--- src/logic/pw_guard_pkg.sv ---
// Package for the PMBus password write guard: command codes, sizes, status codes,
// register map of the Avalon-MM slave and the carrier structs.
// Assumes one 10 MHz system clock; no timing constants are needed.
package pw_guard_pkg;
  localparam logic [7:0] CMD_PASSWORD_SETUP = 8'hf1;
  localparam logic [7:0] CMD_UNLOCK = 8'hf2;
  localparam logic [7:0] CMD_WRITE_PROTECT_MASK = 8'hf4;
  localparam int PW_BYTES = 6;
  localparam int MASK_BYTES = 32;
  localparam logic [47:0] PW_ERASED = 48'hffffffffffff;
  localparam logic [7:0] ST_OFF = 8'h00;
  localparam logic [7:0] ST_ON = 8'h01;
  localparam logic [7:0] ST_LOCKED = 8'h02;
  // Register byte offsets
  localparam logic [7:0] OFS_CMD = 8'h00;
  localparam logic [7:0] OFS_LEN = 8'h04;
  localparam logic [7:0] OFS_DATA = 8'h08;
  localparam logic [7:0] OFS_GO = 8'h0c;
  localparam logic [7:0] OFS_RESULT = 8'h10;
  localparam logic [7:0] OFS_RDATA = 8'h14;
  localparam logic [7:0] OFS_STATUS = 8'h18;
  localparam logic [7:0] OFS_NVPW_LO = 8'h1c;
  localparam logic [7:0] OFS_NVPW_HI = 8'h20;
  localparam logic [7:0] OFS_STORE = 8'h24;
  localparam logic [7:0] OFS_WRITABLE = 8'h28;
  localparam logic [31:0] RD_UNMAPPED = 32'h00000000;
  localparam logic [5:0] LEN_RESET = 6'h00;

  typedef struct packed {
    logic read;
    logic write;
    logic [7:0] address;
    logic [31:0] writedata;
  } av_req_t;

  typedef struct packed {
    logic ack;
    logic nack;
    logic [47:0] status_code;
  } verdict_t;
endpackage : pw_guard_pkg

--- src/logic/pw_guard.sv ---
// Password write guard for a PMBus command set, reached over Avalon-MM.
// Software stages a command code, clears the payload length and appends payload bytes, then writes GO;
// the guard answers ACK or NACK and applies the write if allowed. The nonvolatile
// password image arrives as a port that is loaded once after reset release.
`timescale 1ns/10ps
module pw_guard
  import pw_guard_pkg::*;
#(
  parameter logic [255:0] WRITABLE_DEFAULT = {256{1'b1}}
) (
  input wire logic sys_clk, // 10 MHz system clock
  input wire logic rst, // Asynchronous reset, active high
  input wire logic [7:0] avs_address, // Byte address
  input wire logic avs_read, // Read strobe
  input wire logic avs_write, // Write strobe
  input wire logic [31:0] avs_writedata, // Write data
  input wire logic [3:0] avs_byteenable, // Byte lanes
  output logic [31:0] avs_readdata, // Read data
  output logic avs_waitrequest, // Stall until answer is ready
  input wire logic [47:0] nv_password, // Nonvolatile password image
  output logic [47:0] store_password, // Password to commit to flash
  output logic store_strobe, // One-cycle store pulse
  output logic security_on, // Security armed by a non-erased password, also while unlocked
  output logic unlock_locked // Lockout after wrong password
);
  typedef enum logic [1:0] {S_LOAD = 2'b00, S_IDLE = 2'b01, S_ANS = 2'b11} state_t;

  state_t state;
  logic [7:0] cmd_code;
  logic [5:0] pay_len;
  logic [7:0] pay [PW_BYTES];
  logic [255:0] prot_mask;
  logic [255:0] writable;
  logic [47:0] password;
  logic unlocked;
  logic last_ack;
  logic last_nack;
  logic [31:0] rd_q;

  av_req_t req;
  verdict_t verdict;
  assign req = '{read: avs_read, write: avs_write, address: avs_address,
                 writedata: avs_writedata};

  // Payload as one word, first byte received in the top byte
  wire logic [47:0] pay_word = {pay[0], pay[1], pay[2], pay[3], pay[4], pay[5]};
  wire logic len_ok = (pay_len == 6'(PW_BYTES));
  wire logic is_setup = (cmd_code == CMD_PASSWORD_SETUP);
  wire logic is_unlock = (cmd_code == CMD_UNLOCK);
  wire logic is_mask = (cmd_code == CMD_WRITE_PROTECT_MASK);
  // Index bit 255-code equals byte code/8, bit 7-(code mod 8) counting byte 0 at the top
  wire logic [7:0] mask_idx = 8'(8'hff - cmd_code);
  // Codes with no write operation never become protected
  wire logic code_prot = prot_mask[mask_idx] & writable[mask_idx];
  wire logic enforce = security_on & ~unlocked;
  // A write is blocked when its mask bit and writable bit are set and security is enforced
  wire logic blocked = enforce & code_prot;
  wire logic pw_match = (pay_word == password);
  wire logic [7:0] status_byte = unlock_locked ? ST_LOCKED :
                                 (enforce ? ST_ON : ST_OFF);
  wire logic go_hit = req.write & (req.address == OFS_GO) & (state == S_IDLE);
  wire logic [4:0] mask_byte = 5'(req.writedata[12:8]);

  // Verdict for a staged command
  always_comb begin
    verdict.ack = 1'b0;
    verdict.nack = 1'b0;
    verdict.status_code = {40'h0000000000, status_byte};
    if (is_unlock) begin
      if (!len_ok || unlock_locked || !pw_match) verdict.nack = 1'b1;
      else verdict.ack = 1'b1;
    end else if (is_setup) begin
      // The setup is itself protected unless security was lifted first
      if (!len_ok || enforce) verdict.nack = 1'b1;
      else verdict.ack = 1'b1;
    end else if (is_mask) begin
      if (enforce) verdict.nack = 1'b1;
      else verdict.ack = 1'b1;
    end else if (blocked) begin
      verdict.nack = 1'b1;
    end else begin
      verdict.ack = 1'b1;
    end
  end

  // Read mux; the password itself is never visible here
  always_comb begin
    unique case (req.address)
      OFS_CMD: rd_q = {24'h000000, cmd_code};
      OFS_LEN: rd_q = {26'h0000000, pay_len};
      OFS_RESULT: rd_q = {30'h00000000, last_nack, last_ack};
      OFS_RDATA: rd_q = verdict.status_code[31:0];
      OFS_STATUS: rd_q = {29'h00000000, unlock_locked, unlocked, security_on};
      OFS_WRITABLE: rd_q = {31'h00000000, writable[mask_idx]};
      default: rd_q = RD_UNMAPPED;
    endcase
  end

  // Waitrequest holds every access one cycle so read data come from a flop
  logic answered;
  assign avs_waitrequest = (req.read | req.write) & ~answered;

  always_ff @(posedge sys_clk or posedge rst) begin
    if (rst) begin
      answered <= 1'b0;
      avs_readdata <= 32'h00000000;
    end else begin
      answered <= (req.read | req.write) & ~answered;
      avs_readdata <= req.read ? rd_q : 32'h00000000;
    end
  end

  // Staging registers written by software
  always_ff @(posedge sys_clk or posedge rst) begin
    if (rst) begin
      cmd_code <= 8'h00;
      pay_len <= LEN_RESET;
      for (int i = 0; i < PW_BYTES; i++) pay[i] <= 8'h00;
    end else if (req.write && answered) begin
      if (req.address == OFS_CMD && avs_byteenable[0]) cmd_code <= req.writedata[7:0];
      if (req.address == OFS_LEN) pay_len <= LEN_RESET;
      // Data word: byte in [7:0]; appends in order at index pay_len
      if (req.address == OFS_DATA && pay_len < 6'(PW_BYTES)) begin
        pay[pay_len[2:0]] <= req.writedata[7:0];
        pay_len <= 6'(pay_len + 6'h01);
      end else if (req.address == OFS_DATA) begin
        pay_len <= 6'(PW_BYTES + 1); // Overlong payload stays wrong
      end
    end
  end

  // Security state, mask and password
  always_ff @(posedge sys_clk or posedge rst) begin
    if (rst) begin
      state <= S_LOAD;
      password <= PW_ERASED;
      security_on <= 1'b0;
      unlocked <= 1'b0;
      unlock_locked <= 1'b0;
      prot_mask <= '0;
      writable <= '0;
      last_ack <= 1'b0;
      last_nack <= 1'b0;
      store_strobe <= 1'b0;
      store_password <= PW_ERASED;
    end else begin
      store_strobe <= 1'b0;
      unique case (state)
        S_LOAD: begin
          // Strap-like capture of the stored password after reset release
          password <= nv_password;
          security_on <= (nv_password != PW_ERASED);
          writable <= WRITABLE_DEFAULT;
          state <= S_IDLE;
        end
        S_IDLE: begin
          if (go_hit && answered) begin
            last_ack <= verdict.ack;
            last_nack <= verdict.nack;
            state <= S_ANS;
            if (verdict.ack && is_unlock) unlocked <= 1'b1;
            if (!verdict.ack && is_unlock && len_ok) unlock_locked <= 1'b1;
            if (verdict.ack && is_setup) begin
              password <= pay_word;
              security_on <= (pay_word != PW_ERASED);
              unlocked <= 1'b0;
            end
            if (verdict.ack && is_mask) begin
              // Mask byte n at lane [12:8], value in [7:0]; byte 0 is codes 00..07
              prot_mask[8'(8'd255 - {mask_byte, 3'b000}) -: 8] <= req.writedata[7:0];
            end
          end else if (req.write && answered && req.address == OFS_STORE) begin
            store_password <= password;
            store_strobe <= 1'b1;
          end else if (req.write && answered && req.address == OFS_WRITABLE) begin
            writable[mask_idx] <= req.writedata[0];
          end
        end
        S_ANS: state <= S_IDLE;
        default: state <= S_IDLE;
      endcase
    end
  end
endmodule : pw_guard

--- config.mk ---
export PLATFORM = sky130hd
export DESIGN_NAME = pw_guard
export DESIGN_NICKNAME = d
export VERILOG_FILES = /design/src/logic/pw_guard_pkg.sv /design/src/logic/pw_guard.sv
export SDC_FILE = /design/constraint.sdc
export NUM_CORES = 2
export LEC_CHECK = 0
export BUFFER_PORTS_ARGS = -buffer_cell sky130_fd_sc_hd__buf_4
export CAP_MARGIN = 30
export CORE_MARGIN = 1.5
export CORE_UTILIZATION = 56
export CTS_CLUSTER_DIAMETER = 120
export DETAILED_ROUTE_END_ITERATION = 10
export GPL_TIMING_DRIVEN = 0
export PLACE_DENSITY = 0.82
export REMOVE_ABC_BUFFERS = 1
export SLEW_MARGIN = 20
export SYNTH_ARGS = -nofsm -noshare
export SYNTH_HDL_FRONTEND = slang
export SYNTH_SLANG_ARGS = --single-unit
--- constraint.sdc ---
create_clock -name sys_clk -period 25.1 [get_ports sys_clk]
set_input_delay 6.275 -clock sys_clk [delete_from_list [all_inputs] [get_ports sys_clk]]
set_output_delay 6.275 -clock sys_clk [all_outputs]
set_load 0.05 [all_outputs]
==> impl_metrics.yaml <==
clocking:
  cts_setup_buffers: 0
  postCtsHoldBufs: 0
  numCtsBuffers: 70
  cts.sinks: 687
  htreeDepth: 3
  path_clk_slew_ns: 0.06
  cts_max_path_buffers: 3
  cts_tree: "done"
  clk_latency_ns: 0.63
  cts_resized: 0
  cts_root_buf: "clkbuf_16"
power:
  pwr-share-seq_pct: 48.6
  switchingPower_mw: 0.5589
  ir_worst_vdd_mv: 0.05655
  p_comb_share_pct: 6.1
  p_int_mw: 1.770
  cellLeakagePower_nw: 15.29
  finalPower_mw: 2.328
  power_density_nw_per_um2: 61.70
  clockPowerShare_pct: 45.3
  swShare_pct: 24.00
cells_and_area:
  post-route-util_pct: 65.04
  layout_common_cells: "589 x dfrtp_1, 553 x a21oi_1, 360 x mux2_2"
  areaGrowthSynthToFinish_pct: 14.14
  nFillCells: 3846
  layout.cells.non_filler: 3711
  final_common_cell: "dfrtp_1"
  layout.nets: 2986
  drive_gt1_share_pct: 32.56
die:
  core_um2: 58030
  io_pins: 180
  die_area_um2: 60510
  rows: 88
  die_h_um: 246.0
  floorplan.initialDensity_pct: 56.98
  die_w_um: 246.0
critical_path:
  worstPathArrival_ns: 6.93
  worst-path-max-fanout: 3
  cp-end-kind: "primary output"
  critPathLaunchType: "primary input"
  critPathRequiredTime_ns: 18.82
  crit_type: "primary input to primary output"
grt:
  grt_pass1_wl_um: 152100
  grt_antenna_before_repair: 2
  first_global_vias: 26690
  grt_max_degree: 115
  grt-ovfl-total: 0
  track_usage_pct: 32.59
sta:
  fmax_mhz: 75.71
  skew_ns: 0.02990
  setup_viol: 0
  finalHoldViolCount: 0
  relSlewSlack_pct: 20.48
  worst_slew_pin_slew_ns: 1.193
  final_max_slew_viol_count: 0
  rsz0062_at_grt: "no"
  min_period_ns: 13.21
  period_share_pct: 52.62
job:
  cap_violations: 0
synth:
  yosysWarnings: 0
  ys_seq_elements: 687
  syn-cell-area_um2: 33060
  avgSynthCellArea_um2: 11.61
  synth_cells: 2848
  ys_async_sr_fraction_pct: 100.0
  synth.yosys.seq_area_share_pct: 52.36
  synth_ff_type: "dfrtp_1"
  ys_types: 55
  synth-edff-count: 0
routing:
  dr_total_vias: 26120
  ant_nets: 0
  drt_pass1_iterations: 9
  drt_iter0_drc: 3608
  post_drt_wl_per_cell_um: 26.63
  vias_per_cell: 7.038
  totalWireLength_um: 98830
  drc: 0
placement:
  portBuffers: 133
  dpl.cell_count: 3563
  place_congestion: 0.9010
  post-dp-hpwl_um: 59230
outcome:
  status: "finished clean"
min_path:
  hold_class: "flop to flop"
==> Yosys cell counts (all sizes together) (2+ instances only) <==
| master | number | area share, % |
|---|---|---|
| dfrtp | 591 | 45 |
| a21oi | 554 | 8.4 |
| mux2 | 360 | 12 |
| o21ai | 309 | 4.7 |
| clkbuf | 209 | 2.4 |
| mux4 | 128 | 8.7 |
| nand2 | 115 | 1.3 |
| dfstp | 96 | 7.6 |
| nor2 | 77 | 1.0 |
| a22oi | 70 | 1.6 |
| buf | 60 | 1.1 |
| mux2i | 51 | 1.5 |
| nand4 | 37 | 0.70 |
| xnor2 | 23 | 0.61 |
| inv | 18 | 0.20 |
| nor3 | 16 | 0.29 |
| nor2b | 15 | 0.28 |
| nand2b | 14 | 0.26 |
| nand3 | 13 | 0.20 |
| nor4 | 13 | 0.25 |
| xor2 | 13 | 0.34 |
| a21o | 6 | 0.14 |
| or4 | 6 | 0.14 |
| a22o | 5 | 0.13 |
| and2 | 5 | 0.095 |
| and3 | 5 | 0.095 |
| o22ai | 5 | 0.095 |
| o41ai | 3 | 0.079 |
| or2 | 3 | 0.057 |
| or3 | 3 | 0.057 |
| a2111oi | 2 | 0.072 |
| a221oi | 2 | 0.053 |
| conb | 2 | 0.023 |
| ha | 2 | 0.076 |
| nand3b | 2 | 0.045 |
| nor4b | 2 | 0.053 |
==> per-layer routing <==
layer | share of wire (%) | track usage (%) | vias to the layer above
met2 | 47 | 51.27 | 2072
met1 | 35 | 40.43 | 12960
li1 | - | - | 10550
met5 | 0.052 | 0 | -
met3 | 12 | 9.194 | 532
met4 | 5.9 | 18.78 | 4
==> path summary, 6_finish.rpt <==
path	from	end	slack [ns]	cells after the start
worst max-delay path	avs_write	avs_waitrequest	11.89	4
worst max register to register	cmd_code[1]	prot_mask[101]	20.42	9
worst min register to register	password[2]	password[2]	0.49	2
min in group asynchronous	rst	pay[33]	5.73	2
worst min-delay path	password[2]	password[2]	0.49	2
max in group asynchronous	rst	writable[170]	17.37	5
==> critical path: stages <==
cell	delay (ns)
buf_4	0.11
nor2_1	0.05
nor2_1	0.24
buf_4	0.26
==> final cells by class <==
cell class                      instances  area, µm²  share of cell area, %
Antenna cell                            1      2.502               0.006631
Inverter                               18      75.07                 0.1989
Sequential cell                       687      17320                  45.89
Tap cell                              765      957.2                  2.536
Clock buffer                          114       2182                  5.782
Multi-Input combinational cell       1897      14740                  39.07
Timing Repair Buffer                  214       2328                  6.170
Clock inverter                         15      130.1                 0.3448
==> power groups by stage <==
stage               clock, mW  sequential, mW  combinational [mW]
floorplan                   0            1.15              0.0756
global route             1.10            1.13               0.152
global placement            0            1.15               0.126
detailed placement          0            1.15               0.137
CTS                      1.06            1.13               0.139
finish                   1.06            1.13               0.142
==> sequential cells by signal (all words and copies together) (netlist names), 2 cells and up <==
register and flops:
store_password 48, prot_mask 256, state 2, password 48, avs_readdata 8, pay_len 6, cmd_code 8, pay 48
writable 256
==> kinds of logic (layout without fill, tap and decap cells) <==
group | count (synthesis) | after routing | synth area share (%)
flip-flops | 687 | 687 | 52.36
adder cells (fa/ha/maj) | 2 | 2 | 0.07568
XOR/XNOR | 36 | 36 | 0.9537
AO/OA/AOI/OAI | 966 | 966 | 15.47
buffers and inverters | 287 | 361 | 3.694
multiplexers | 539 | 539 | 22.52
AND/OR/NAND/NOR | 329 | 329 | 4.897
other | 2 | 26 | 0.02272
==> stage by stage <==
step / hold slack [ns] / area (µm²) / TNS, ns / setup WS [ns]
after floorplan: 0.4636 / 31990 / -164.12 / -0.2777
after global placement: 0.4771 / 33950 / -3646.75 / -5.552
after detailed placement: 0.4829 / 35250 / 0 / 11.96
after CTS: 0.4921 / 37560 / 0 / 11.94
after global routing: 0.5127 / 37730 / 0 / 11.92
final: 0.4861 / 37740 / 0 / 11.89
Power figures use the tool's default switching activity.
